**src/core/core_config_defines.svh**
```systemverilog
// Purpose: bit positions, masks and reset values of core_config_one
// Assumes: fields numbered with bit 0 as the most significant bit
// Notes:   vectors in the design are declared [0:31] to match
`ifndef CORE_CONFIG_DEFINES_SVH
`define CORE_CONFIG_DEFINES_SVH

`define CFG_WIDTH            32
`define CFG_RESET            32'h0000_0000
// writable bits: 0..20 and 24; 21..23 and 25..31 stay zero
`define CFG_WRITE_MASK       32'hFFFF_F880
`define ICD_PAR_LO           0
`define ICD_PAR_HI           7
`define ICT_PAR_LO           8
`define ICT_PAR_HI           9
`define DCT_PAR_LO           10
`define DCT_PAR_HI           11
`define DCD_PAR_BIT          12
`define DCU_PAR_BIT          13
`define DCM_PAR_BIT          14
`define FORCE_MISS_BIT       15
`define MMU_PAR_LO           16
`define MMU_PAR_HI           19
`define WHOLE_FLUSH_BIT      20
`define TIMER_SEL_BIT        24
`define LINE_DWORDS          4
`define TIMER_WIDTH          64

`endif

```
**src/core/core_config_pkg.sv**
```systemverilog
// Purpose: shared types of the core configuration block
// Assumes: nothing
// Notes:   encodings written out in binary
package core_config_pkg;

   typedef enum logic [1:0] {
      FLUSH_NONE  = 2'b00,
      FLUSH_DWORD = 2'b01,
      FLUSH_QWORD = 2'b10,
      FLUSH_LINE  = 2'b11
   } flush_size_t;

   typedef enum logic [1:0] {
      SPR_IDLE = 2'b00,
      SPR_READ = 2'b01,
      SPR_WRITE = 2'b10,
      SPR_FAULT = 2'b11
   } spr_op_t;

endpackage

```
**src/core/timer_tick_if.sv**
```systemverilog
// Purpose: carries the alternate timer clock edge into the core domain
// Assumes: single core clock
// Notes:   tick is a one-cycle pulse per rising edge of the alternate clock
`timescale 1ns/1ps
interface timer_tick_if;
   logic tick;
   modport source (output tick);
   modport sink   (input  tick);
endinterface

```
**src/core/timer_edge_sync.sv**
```systemverilog
// Purpose: synchronise alt_timer_clock and detect its rising edges
// Assumes: alt_timer_clock toggles at most at half the core clock rate
// Notes:   the first stage feeds only the second stage
`timescale 1ns/1ps
module timer_edge_sync (
   // clock and reset
   input  wire logic       clk,
   input  wire logic       rst,
   // asynchronous timer clock pin
   input  wire logic       alt_timer_clock,
   // edge pulse toward the timer
   timer_tick_if.source    tick_port
);

   logic meta_ff;
   logic sync_ff;
   logic prev_ff;
   logic tick_ff;
   logic nxt_tick;

   always_comb begin
      nxt_tick = sync_ff & ~prev_ff;
   end

   always_ff @(posedge clk or posedge rst) begin
      if (rst) begin
         meta_ff <= 1'b0;
         sync_ff <= 1'b0;
         prev_ff <= 1'b0;
         tick_ff <= 1'b0;
      end else begin
         meta_ff <= alt_timer_clock;
         sync_ff <= meta_ff;
         prev_ff <= sync_ff;
         tick_ff <= nxt_tick;
      end
   end

   assign tick_port.tick = tick_ff;

endmodule

```
**src/core/core_config_parity_inject_reg.sv**
```systemverilog
// Purpose: core_config_one register and the logic it steers
// Assumes: one core clock; cache and mmu parity computed by the caller
// Notes:   all outputs registered, so effects show one cycle after inputs; alt_timer_clock reaches cpu_timer on the fourth edge
`timescale 1ns/1ps
`include "core_config_defines.svh"
module core_config_parity_inject_reg
   import core_config_pkg::*;
#(
   parameter int TIMER_W = `TIMER_WIDTH
) (
   // clock and reset
   input  wire logic                clk,
   input  wire logic                rst,
   // special register moves
   input  wire logic                spr_write,
   input  wire logic                spr_read,
   input  wire logic [0:31]         spr_wdata,
   input  wire logic                user_mode_flag,
   output logic [0:31]              spr_rdata,
   output logic                     spr_rvalid,
   output logic                     priv_fault,
   // parity computed by the arrays, even parity
   input  wire logic [0:7]          icache_word_par,
   input  wire logic [0:1]          icache_tag_par,
   input  wire logic [0:1]          dcache_tag_par,
   input  wire logic                dcache_data_par,
   input  wire logic                dcache_uattr_par,
   input  wire logic                dcache_dirty_par,
   input  wire logic [0:3]          mmu_tag_par,
   // parity to record
   output logic [0:7]               icache_word_par_rec,
   output logic [0:1]               icache_tag_par_rec,
   output logic [0:1]               dcache_tag_par_rec,
   output logic                     dcache_data_par_rec,
   output logic                     dcache_uattr_par_rec,
   output logic                     dcache_dirty_par_rec,
   output logic [0:3]               mmu_tag_par_rec,
   // cache management lookup
   input  wire logic                cacheop_mgmt,
   input  wire logic                cacheop_hit,
   output logic                     cacheop_hit_eff,
   // dirty indicators, one per doubleword of the line
   input  wire logic [0:3]          line_dirty,
   output logic [0:3]               line_dirty_eff,
   output flush_size_t              flush_size,
   // timer
   input  wire logic                alt_timer_clock,
   output logic [TIMER_W-1:0]       cpu_timer
);

   ////////////////////////////////////////////////////////////////////////
   // register access

   logic [0:31]     cfg_ff;
   logic [0:31]     nxt_cfg;
   logic [0:31]     rdata_ff;
   logic [0:31]     nxt_rdata;
   logic            rvalid_ff;
   logic            fault_ff;
   spr_op_t         op;

   always_comb begin
      if ((spr_write | spr_read) & user_mode_flag) begin
         op = SPR_FAULT;
      end else if (spr_write) begin
         op = SPR_WRITE;
      end else if (spr_read) begin
         op = SPR_READ;
      end else begin
         op = SPR_IDLE;
      end
      nxt_cfg   = cfg_ff;
      nxt_rdata = rdata_ff;
      case (op)
         SPR_WRITE: begin
            nxt_cfg = spr_wdata & `CFG_WRITE_MASK;
         end
         SPR_READ: begin
            nxt_rdata = cfg_ff & `CFG_WRITE_MASK;
         end
         SPR_FAULT: begin
            nxt_cfg = cfg_ff;
         end
         default: begin
            nxt_cfg = cfg_ff;
         end
      endcase
   end

   always_ff @(posedge clk or posedge rst) begin
      if (rst) begin
         cfg_ff    <= `CFG_RESET;
         rdata_ff  <= 32'h0000_0000;
         rvalid_ff <= 1'b0;
         fault_ff  <= 1'b0;
      end else begin
         cfg_ff    <= nxt_cfg;
         rdata_ff  <= nxt_rdata;
         rvalid_ff <= (op == SPR_READ);
         fault_ff  <= (op == SPR_FAULT);
      end
   end

   assign spr_rdata  = rdata_ff;
   assign spr_rvalid = rvalid_ff;
   assign priv_fault = fault_ff;

   ////////////////////////////////////////////////////////////////////////
   // parity insertion: xor with a set bit turns even parity into odd

   logic [0:7] nxt_icw;
   logic [0:1] nxt_ict;
   logic [0:1] nxt_dct;
   logic       nxt_dcd;
   logic       nxt_dcu;
   logic       nxt_dcm;
   logic [0:3] nxt_mmu;
   logic [0:7] icw_ff;
   logic [0:1] ict_ff;
   logic [0:1] dct_ff;
   logic       dcd_ff;
   logic       dcu_ff;
   logic       dcm_ff;
   logic [0:3] mmu_ff;

   always_comb begin
      nxt_icw = icache_word_par
              ^ cfg_ff[`ICD_PAR_LO:`ICD_PAR_HI];
      nxt_ict = icache_tag_par
              ^ cfg_ff[`ICT_PAR_LO:`ICT_PAR_HI];
      nxt_dct = dcache_tag_par
              ^ cfg_ff[`DCT_PAR_LO:`DCT_PAR_HI];
      nxt_dcd = dcache_data_par ^ cfg_ff[`DCD_PAR_BIT];
      nxt_dcu = dcache_uattr_par ^ cfg_ff[`DCU_PAR_BIT];
      nxt_dcm = dcache_dirty_par ^ cfg_ff[`DCM_PAR_BIT];
      nxt_mmu = mmu_tag_par
              ^ cfg_ff[`MMU_PAR_LO:`MMU_PAR_HI];
   end

   always_ff @(posedge clk or posedge rst) begin
      if (rst) begin
         icw_ff <= 8'h00;
         ict_ff <= 2'h0;
         dct_ff <= 2'h0;
         dcd_ff <= 1'b0;
         dcu_ff <= 1'b0;
         dcm_ff <= 1'b0;
         mmu_ff <= 4'h0;
      end else begin
         icw_ff <= nxt_icw;
         ict_ff <= nxt_ict;
         dct_ff <= nxt_dct;
         dcd_ff <= nxt_dcd;
         dcu_ff <= nxt_dcu;
         dcm_ff <= nxt_dcm;
         mmu_ff <= nxt_mmu;
      end
   end

   assign icache_word_par_rec  = icw_ff;
   assign icache_tag_par_rec   = ict_ff;
   assign dcache_tag_par_rec   = dct_ff;
   assign dcache_data_par_rec  = dcd_ff;
   assign dcache_uattr_par_rec = dcu_ff;
   assign dcache_dirty_par_rec = dcm_ff;
   assign mmu_tag_par_rec      = mmu_ff;

   ////////////////////////////////////////////////////////////////////////
   // forced miss and flush sizing

   logic        nxt_hit;
   logic        hit_ff;
   logic [0:3]  nxt_dirty;
   logic [0:3]  dirty_ff;
   flush_size_t nxt_flush;
   flush_size_t flush_ff;

   always_comb begin
      // only management operations are forced; normal accesses still hit
      nxt_hit = cacheop_hit
              & ~(cacheop_mgmt & cfg_ff[`FORCE_MISS_BIT]);
      if (cfg_ff[`WHOLE_FLUSH_BIT]) begin
         nxt_dirty = {`LINE_DWORDS{|line_dirty}};
      end else begin
         nxt_dirty = line_dirty;
      end
      // a lone doubleword writes a dword, within one half a qword
      if (nxt_dirty == 4'h0) begin
         nxt_flush = FLUSH_NONE;
      end else if ((nxt_dirty == 4'h8) || (nxt_dirty == 4'h4)
                || (nxt_dirty == 4'h2) || (nxt_dirty == 4'h1)) begin
         nxt_flush = FLUSH_DWORD;
      end else if ((nxt_dirty[2:3] == 2'h0)
                || (nxt_dirty[0:1] == 2'h0)) begin
         nxt_flush = FLUSH_QWORD;
      end else begin
         nxt_flush = FLUSH_LINE;
      end
   end

   always_ff @(posedge clk or posedge rst) begin
      if (rst) begin
         hit_ff   <= 1'b0;
         dirty_ff <= 4'h0;
         flush_ff <= FLUSH_NONE;
      end else begin
         hit_ff   <= nxt_hit;
         dirty_ff <= nxt_dirty;
         flush_ff <= nxt_flush;
      end
   end

   assign cacheop_hit_eff = hit_ff;
   assign line_dirty_eff  = dirty_ff;
   assign flush_size      = flush_ff;

   ////////////////////////////////////////////////////////////////////////
   // cpu timer

   timer_tick_if tick_bus ();

   // the pin clock is only ever sampled, never used as a clock,
   // which is why it may toggle at most at half the core rate
   timer_edge_sync u_tick (
      .clk             (clk),
      .rst             (rst),
      .alt_timer_clock (alt_timer_clock),
      .tick_port       (tick_bus.source)
   );

   logic [TIMER_W-1:0] timer_ff;
   logic [TIMER_W-1:0] nxt_timer;

   always_comb begin
      nxt_timer = timer_ff;
      if (!cfg_ff[`TIMER_SEL_BIT]) begin
         nxt_timer = timer_ff + 1'b1;
      end else if (tick_bus.tick) begin
         nxt_timer = timer_ff + 1'b1;
      end
   end

   always_ff @(posedge clk or posedge rst) begin
      if (rst) begin
         timer_ff <= '0;
      end else begin
         timer_ff <= nxt_timer;
      end
   end

   assign cpu_timer = timer_ff;

endmodule

```
**config.mk**
```make
export PLATFORM = sky130hd
export DESIGN_NAME = core_config_parity_inject_reg
export DESIGN_NICKNAME = d
export VERILOG_FILES = /design/src/core/core_config_pkg.sv /design/src/core/timer_tick_if.sv /design/src/core/timer_edge_sync.sv /design/src/core/core_config_parity_inject_reg.sv
export VERILOG_INCLUDE_DIRS = /design/src /design/src/core
export SDC_FILE = /design/constraint.sdc
export NUM_CORES = 1
export LEC_CHECK = 0
export BUFFER_PORTS_ARGS = -buffer_cell sky130_fd_sc_hd__buf_2
export CORE_MARGIN = 5
export CORE_UTILIZATION = 35
export DETAILED_ROUTE_END_ITERATION = 16
export PLACE_DENSITY = 0.61
export SYNTH_ARGS = -nofsm -noshare
export SYNTH_HDL_FRONTEND = slang
export SYNTH_HIERARCHICAL = 1
export SYNTH_SLANG_ARGS = --single-unit
```
**constraint.sdc**
```tcl
create_clock -name clk -period 12.2 [get_ports clk]
set_input_delay 1.22 -clock clk [delete_from_list [all_inputs] [get_ports clk]]
set_output_delay 1.22 -clock clk [all_outputs]
set_load 0.02 [all_outputs]
```
# After elaboration in Yosys (flattened, before gate mapping)
# Index checks and enable logic that the tools add are counted.
[totals] elab_cells=59 ff_bits=140 inputBits=63 output_inout_bits=124
[classes] n_reduce_logical=8 n_addsub=1 n_bitwise=14 muxes=9 n_eq_ne=8
[ops] op="64-bit 2-to-1 mux" n=2
[ops] op="64-bit by 1-bit adder with 64-bit output (second input constant)" n=1
[ops] op="2-bit 2-to-1 mux" n=4
[ops] op="8-bit XOR" n=1
[ops] op="1-bit AND" n=4
[ops] op="2-bit equality test (second input constant)" n=2
[ops] op="4-bit by 1-bit equality test with 1-bit output (second input constant)" n=1
[ops] op="4-bit by 2-bit equality test with 1-bit output (second input constant)" n=1
[ops] op="4-bit by 3-bit equality test with 1-bit output (second input constant)" n=1
[ops] op="4-bit equality test (second input constant)" n=1
[ops] op="2-bit zero test" n=2
[ops] op="4-bit zero test" n=1
[ops] op="1-bit logical OR" n=4
[ops] op="4-bit 2-to-1 mux" n=1
[ops] op="4-bit OR reduction" n=1
[ops] op="2-bit XOR" n=2
[ops] op="4-bit XOR" n=1
[ops] op="1-bit XOR" n=3
[ops] op="2-bit by 1-bit equality test with 1-bit output (second input constant)" n=1
[ops] op="1-bit 2-to-1 mux" n=2
[ops] op="2-bit by 1-bit inequality test with 1-bit output (second input constant)" n=1
[ops] op="1-bit inverter" n=2
[ops] op="1-bit OR" n=1

# Depth between registers and ports, before layout
# Gate-level depths: netlist of run 1.
[logic_depth] ltp_word=8 mapped_depth=7 depth_no_buf=6

# By module
# Netlist of run 1, hierarchy kept.
[by_module_without_submodules] module="core_config_parity_inject_reg" area_per_inst_um2=5661.7 instances=1 seq_area_each_um2=3403.3 cells_each=444
[by_module_without_submodules] module="timer_edge_sync" area_per_inst_um2=117.6 instances=1 seq_area_each_um2=100.1 cells_each=6

# Worst setup path after synthesis of run 1
# No wires, ideal clock.
[synth_path] path_type="in2reg" from="input user_mode_flag" to="register rdata_ff (netlist bit spr_rdata[0])" n_path_buf=1 t_arrival_ns=2.390 required_ns=12.075 stages=3 setup_slack_ns=9.686 setup_ns=0.125 path_cell_list="nor3b_1 -> clkbuf_1 -> mux2_2"
[synth_between] elab_chain_cells=3
[synth_lines] item="start, declared" line="core_config_parity_inject_reg.sv:18" text="input wire logic user_mode_flag,"
[synth_lines] item="1-bit AND" line="core_config_parity_inject_reg.sv:63" text="if ((spr_write | spr_read) & user_mode_flag) begin"
[synth_lines] item="2-bit 2-to-1 mux" line="core_config_parity_inject_reg.sv:63"
[synth_lines] item="2-bit by 1-bit equality test with 1-bit output" line="core_config_parity_inject_reg.sv:74" text="case (op)"
[synth_lines] item="end signal, assigned" line="core_config_parity_inject_reg.sv:98" text="rdata_ff <= nxt_rdata;"
[synth_lines] item="end, declared" line="core_config_parity_inject_reg.sv:56" text="logic [0:31] rdata_ff;"
# No other way between the ends.
# A chain may end at the register's enable or synchronous reset.

# Final worst setup path of run 1
[layout_path] from="register timer_ff[0], in the netlist cpu_timer[0]" to="register timer_ff[60], in the netlist cpu_timer[60]"
[layout_between] elab_chain_cells=3
[layout_lines] item="start, declared" line="core_config_parity_inject_reg.sv:231" text="logic [TIMER_W-1:0] timer_ff;"
[layout_lines] item="start signal, assigned" line="core_config_parity_inject_reg.sv:247" text="timer_ff <= nxt_timer;"
[layout_lines] item="64-bit by 1-bit adder with 64-bit output (*)" line="core_config_parity_inject_reg.sv:237, core_config_parity_inject_reg.sv:239"
[layout_lines] item="64-bit 2-to-1 mux" line="core_config_parity_inject_reg.sv:238" text="end else if (tick_bus.tick) begin"
[layout_lines] item="64-bit 2-to-1 mux (*)" line="core_config_parity_inject_reg.sv:236" text="if (!cfg_ff[`TIMER_SEL_BIT]) begin"
# Every way passes the cells marked *; elsewhere a longest branch is shown, timed or not. The select of a mux whose other input is x is not followed.

==> out/qor.yml, run 1 <==
worst_setup_path:
  critical_path.max_fanout: 9
  rrSetupSlack_ns: 9.88
  crit_required_ns: 12.50
  path_delay_family: "simple AND/OR/NAND/NOR gates"
  cp-end-kind: "flop"
  r2r-end: "cpu_timer[60]$_DFFE_PP0P_"
  reg2reg_depth: 6
  critical_path_arrival_ns: 2.62
  path_buf_inv: 0
  cp_slowest_cell: "and4_1"
  max_stage_delay_ns: 0.53
  critical_path.cell_chain: "ha_1, nand2_1, nor4_4, and4_1, nand4_1, xnor2_1"
  crit_type: "flop to flop"
  r2r-start: "cpu_timer[0]$_DFFE_PP0P_"
  critPathLaunchType: "flop"
synth:
  yosys.area.top_type_share_pct: 60.6
  synth_edf_count: 0
  syn_area_per_cell_um2: 12.8
  synthFlopType: "dfrtp_1"
  mappedNetlistArea_um2: 5780
  ys_ff_latch: 140
  syn_inst: 450
  ys_warn_count: 6
  synth-seq-area-share_pct: 60.6
  synth.largest_area_cell: "dfrtp_1"
  synthDistinctLibCells: 39
  ys_async_sr_fraction_pct: 100
  synthTopCellsByArea: "dfrtp_1, mux2_2, xnor2_1"
clocking:
  cts.repair.resized: 0
  cts-root-buf: "clkbuf_16"
  clk_pin_slew_ns: 0.06
  insertion_delay_ns: 0.42
  htreeDepth: 4
  clk_path_buf_depth: 2
  postCtsSetupBuffers: 0
  cts.sinks: 140
  cts_tree: "yes"
  numCtsBuffers: 17
  cts_hold_buf: 0
power:
  internal-power_uw: 872
  power_frac_seq_pct: 45.0
  power_density_nw_per_um2: 170
  finalPower_mw: 1.26
  ir_drop_mv: 0.0930
  pwr-share-comb_pct: 16.7
  p_sw_share_pct: 30.7
  p_clk_share_pct: 38.3
  p_leak_nw: 3.55
  p_sw_uw: 385
detailed_routing:
  first_pass_iters: 4
  drtIter0Drc: 177
  drc: 0
  routed_via_density: 4.74
  final_antenna_net_count: 0
  vias: 4094
  avgRoutedWirePerCell_um: 16.3
  routed_wl_um: 14100
global_route:
  grt.total_usage_pct: 14.9
  top_usage_layer: "met2"
  grt_use_met2_pct: 23.3
  grt_pass1_vias: 4327
  antenna_found_initial: 0
  grt_pass1_wl_um: 23000
  grt_start_max_net_pins: 71
  grt.overflow.total: 0
  grtUsageMet3_pct: 7.29
  grtUsageMet1_pct: 17.5
layout:
  filler_cell_count: 1547
  regArea_um2: 3500
  drive_above_1_share_pct: 40.9
  final_common_cell: "buf_2"
  nets: 694
  fin_area_um2: 7410
  multi_input_area_um2: 2200
  diodes: 0
  final_cell_mix: "buf_2, dfrtp_1, xnor2_1, mux2_2, xor2_1"
  area_growth_syn_to_layout_pct: 28.2
hold_path:
  hp-class: "flop to flop"
  holdCritStartpoint: "u_tick/meta_ff$_DFF_PP0_"
  hold_path_depth: 0
  hold_end: "u_tick/sync_ff$_DFF_PP0_"
timing:
  tns_ns: 0
  skew_ns: 0.00712
  min_period_ns: 2.32
  finalHoldViolCount: 0
  maxClockFrequency_mhz: 431
  worstMarginPinSlew_ns: 0.887
  setup_viol: 0
  fin_crit_sh_pct: 19.0
  slew_headroom_pct: 40.9
  rsz0062_at_grt: "no"
  maxSlewViolCount: 0
status:
  status: "finished clean"
placed_design:
  place_congestion: 0.794
  place_area_um2: 6850
  hpwl_um: 10400
  numPortBuffers: 166
die:
  io-pin-count: 187
  core_um2: 16400
  die_y_um: 139
  die_area_um2: 19200
  die_w_um: 139
  start_util_pct: 35.2
  rows: 47
flow_run:
  maxCapViolCount: 0
-- Yosys cell counts, types with 2 or more instances --
cell type / number
dfrtp_1: 140
xnor2_1: 45
mux2_2: 44
xor2_1: 37
nand2_1: 27
nand3_1: 27
nand4_1: 23
nor2_1: 18
nor3_1: 12
buf_4: 10
and4_1: 7
nor4_1: 7
clkbuf_1: 6
inv_1: 5
nand2b_1: 5
o21ai_0: 4
or2_2: 4
and3_1: 3
nor2b_1: 3
a21oi_1: 2
nand4_2: 2
nor4_2: 2
-- how the worst max path moves through the flow --
| stage | start | to | slack (ns) | cells past startpoint |
|---|---|---|---|---|
| 6_report | cpu_timer[0]$_DFFE_PP0P_ | cpu_timer[60]$_DFFE_PP0P_ | 9.88 | 6 |
| 5_1_grt | cpu_timer[0]$_DFFE_PP0P_ | cpu_timer[60]$_DFFE_PP0P_ | 9.63 | 6 |
| 4_1_cts | cpu_timer[2]$_DFFE_PP0P_ | cpu_timer[2] | 9.86 | 1 |
| 3_5_place_dp | rst | cpu_timer[15]$_DFFE_PP0P_ | 9.42 | 3 |
| 3_3_place_gp | rst | cpu_timer[3]$_DFFE_PP0P_ | 9.48 | 3 |
| 2_1_floorplan | rst | cacheop_hit_eff$_DFF_PP0_ | 7.34 | 1 |
-- cell type report --
class                   count  area share, %
clock buffers              17           5.74
clock inverters            15           1.76
inverters                   5          0.321
multi-input cells         297           29.6
flip-flops and latches    140           47.3
well taps                 220           3.72
repair buffers            169           11.5
-- worst reg2reg max path: cells and delay by family, from the launching register on --
family	cells	cell delay (ns)
xor+xnor	1	0.17
fa+ha+maj	1	0.25
flops	1	0.44
simple gates	4	1.34
-- through the flow --
step	utilization [%]	hold slack (ns)	std cells	setup WS, ns
2_1_floorplan	-	0.331	459	7.34
3_3_place_gp	41.8	0.334	831	9.48
3_5_place_dp	41.8	0.337	831	9.42
4_1_cts	45.1	0.354	863	9.86
5_1_grt	45.1	0.358	863	9.63
6_report	45.1	0.352	863	9.88
-- layer usage --
layer	vias up	routed length (um)
li1	1915	-
met1	2013	5950
met2	142	6520
met3	24	1310
met4	0	310
met5	-	0
-- power groups by stage --
stage          Clock [mW]  Combinational (mW)  Sequential [mW]
2_1_floorplan           0              0.0761            0.626
3_3_place_gp            0               0.209            0.569
3_5_place_dp            0               0.213            0.574
4_1_cts             0.498               0.214            0.566
5_1_grt             0.519               0.229            0.573
6_report            0.482               0.210            0.565
-- registers in the layout (all words and copies together), names as in the netlist, 2 cells and up --
signal	flops
cpu_timer	64
cfg_ff	22
spr_rdata	22
icache_word_par_rec	8
line_dirty_eff	4
mmu_tag_par_rec	4
dcache_tag_par_rec	2
flush_size	2
icache_tag_par_rec	2
-- kinds of logic (layout without fill, tap and decap cells) --
group                      Yosys count  after routing  synth area share [%]
and+or+nand+nor                    150            150                  14.9
buffers and inverters               22            206                  2.10
adders and majority gates            2              2                 0.390
AOI/OAI and AO/OA                    9              9                 0.888
other                                1             10                0.0649
DFF                                140            140                  60.6
muxes                               44             44                  8.57
xor gates and xnor gates            82             82                  12.4
Note: power is estimated with default switching activity, not from simulation.
==> inputs of run 2 (changes only) <==
--- a/config.mk
+++ b/config.mk
@@ -10,7 +10,7 @@
 export CORE_MARGIN = 5
 export CORE_UTILIZATION = 35
 export DETAILED_ROUTE_END_ITERATION = 16
-export PLACE_DENSITY = 0.61
+export PLACE_DENSITY = 0.63
 export SYNTH_ARGS = -nofsm -noshare
 export SYNTH_HDL_FRONTEND = slang
 export SYNTH_HIERARCHICAL = 1
==> constraint.sdc (replaced) <==
create_clock -name clk -period 1.85 [get_ports clk]
set_input_delay 0.185 -clock clk [delete_from_list [all_inputs] [get_ports clk]]
set_output_delay 0.185 -clock clk [all_outputs]
set_load 0.02 [all_outputs]
==> out/qor.yml, run 2 (synthesized netlist as in run 1, its figures left out) <==
clocking:
  cts_tree: "yes"
  insertion_delay_ns: 0.41  # about the same
  clk_pin_slew_ns: 0.06  # about the same
  cts.sinks: 140  # unchanged
  clk_path_buf_depth: 2  # unchanged
  cts-root-buf: "clkbuf_16"
  numCtsBuffers: 17  # unchanged
  htreeDepth: 4  # unchanged
timing:
  fin_crit_sh_pct: 98.4  # +79 points
  min_period_ns: 1.82  # -0.497 ns
  slew_headroom_pct: 65.3  # +24 points
  finalHoldViolCount: 0  # unchanged
  setup_viol: 0  # unchanged
  worstMarginPinSlew_ns: 0.519  # -0.368 ns
  rsz0062_at_grt: "yes"
  maxSlewViolCount: 0  # unchanged
  maxClockFrequency_mhz: 549  # +27%
  skew_ns: 0.00613  # -0.000996 ns
  fin_hold_ws_ns: 0.0197  # -0.332 ns
die:
  rows: 47  # unchanged
  io-pin-count: 187  # unchanged
  die_w_um: 139  # unchanged
  die_y_um: 139  # unchanged
  core_um2: 16400  # unchanged
  start_util_pct: 35.2  # unchanged
  die_area_um2: 19200  # unchanged
global_route:
  grt_start_max_net_pins: 53  # -25%
  grt.overflow.total: 0  # unchanged
  antenna_found_initial: 0  # unchanged
  grt_pass1_vias: 4998  # +16%
  grt_pass1_wl_um: 25800  # +12%
  grt.total_usage_pct: 16.7  # +1.8 points
layout:
  drive_above_1_share_pct: 45.7  # +4.8 points
  regArea_um2: 3500  # about the same
  multi_input_area_um2: 2280  # +4.0%
  area_growth_syn_to_layout_pct: 47.6
  diodes: 0  # unchanged
  nets: 802  # +16%
  fin_area_um2: 8530  # +15%
  final_cell_mix: "buf_2, dfrtp_1, buf_4, xnor2_1, mux2_2"
  largest_reg_flops: 64  # unchanged
  final_common_cell: "buf_2"
  filler_cell_count: 1402  # -9.4%
hold_path:
  hp-class: "primary input to flop"
  hold_path_depth: 2  # +2
  hold_end: "cfg_ff[8]$_DFFE_PP0N_"
  holdCritStartpoint: "spr_wdata[8]"
placed_design:
  numPortBuffers: 166  # unchanged
  place_area_um2: 7360  # +7.4%
  place_congestion: 0.819  # +3.2%
  hpwl_um: 11200  # +8.2%
detailed_routing:
  routed_wl_um: 15500  # +9.8%
  avgRoutedWirePerCell_um: 15.9  # -2.4%
  vias: 4524  # +11%
  drc: 0  # unchanged
  first_pass_iters: 4  # unchanged
  final_antenna_net_count: 0  # unchanged
  routed_via_density: 4.66  # -1.8%
  drtIter0Drc: 179  # +1.1%
power:
  ir_drop_mv: 0.842  # +810%
  p_clk_share_pct: 39.3  # +1.0 points
  p_leak_nw: 4.18  # +18%
  p_sw_mw: 2.46  # +540%
  pwr-share-comb_pct: 19.0  # +2.3 points
  power_density_nw_per_um2: 1040  # +510%
  p_sw_share_pct: 27.8  # -2.9 points
  power_frac_seq_pct: 41.7  # -3.3 points
  internal-power_mw: 6.41  # +640%
worst_setup_path:
  critical_path_arrival_ns: 2.15  # -0.47 ns
  rrSetupSlack_ns: 0.03  # -9.85 ns
  cp-end-kind: "flop"
  reg2reg_depth: 6  # unchanged
  critPathLaunchType: "flop"
  crit_type: "flop to flop"
  crit_required_ns: 2.18  # -10.32 ns
  r2r-start: "cfg_ff[24]$_DFFE_PP0N_"
  critical_path.max_fanout: 6  # -3
  r2r-end: "cpu_timer[61]$_DFFE_PP0P_"
flow_run:
  maxCapViolCount: 0  # unchanged
status:
  status: "finished clean"
run 2: metal layers:
metal	track usage (%)	part of all wire, %	vias up
li1	-	-	2128
met1	19.1	39	2221
met2	27.4	50	152
met3	8.29	9.1	23
met4	5.67	1.7	0
met5	0	0	-
run 2: critical path, stage by stage, from the launching register on:
cell and delay (ns):
dfrtp_2 0.43, nor2b_2 0.19, and4bb_2 0.35, nand4_1 0.10, buf_4 0.19, nor4_4 0.28, xor2_1 0.19
run 2: final cells by class:
type / instances / share of cell area, %
clock buffers: 21 / 5.51
inverters: 5 / 0.264
well taps: 220 / 3.23
flip-flops and latches: 140 / 41.1
repair buffers: 277 / 21.5
multi-input cells: 297 / 26.8
clock inverters: 11 / 1.64
run 2: worst max path at each step:
stage,start,to,slack [ns]
floorplan,cpu_timer[10]$_DFFE_PP0P_,cpu_timer[58]$_DFFE_PP0P_,-0.16
global placement,cpu_timer[6]$_DFFE_PP0P_,cpu_timer[58]$_DFFE_PP0P_,-0.002
detailed placement,cfg_ff[24]$_DFFE_PP0N_,cpu_timer[61]$_DFFE_PP0P_,-0.03
CTS,cpu_timer[6]$_DFFE_PP0P_,cpu_timer[58]$_DFFE_PP0P_,-0.02
global route,cpu_timer[5]$_DFFE_PP0P_,cpu_timer[33]$_DFFE_PP0P_,-0.08
finish,cfg_ff[24]$_DFFE_PP0N_,cpu_timer[61]$_DFFE_PP0P_,0.03
run 2: power groups by stage:
stage	sequential [mW]	combinational, mW	clock (mW)
after floorplan	4.13	0.502	0
after global placement	3.71	1.53	0
after detailed placement	3.74	1.57	0
after CTS	3.70	1.64	3.57
after global routing	3.75	1.83	3.72
final	3.70	1.69	3.49
run 2: stage by stage:
stage	util, %	power (mW)	setup WS [ns]	setup TNS (ns)	instances
detailed placement	44.8	5.31	-0.0312	-0.0661	890
CTS	51.3	8.91	-0.0208	-0.0380	963
global route	52.0	9.30	-0.0824	-0.533	971
floorplan	-	4.63	-0.164	-5.45	459
global placement	44.8	5.24	-0.00201	-0.00201	890
finish	52.0	8.87	0.0292	0	971
run 2: timing repair:
action,CTS,global route
setup buffers,0,8
gates resized for setup,6,13
pin swaps,0,11
hold buffers,41,0
endpoints found under the setup margin,6,30
hold endpoints to repair,61,0
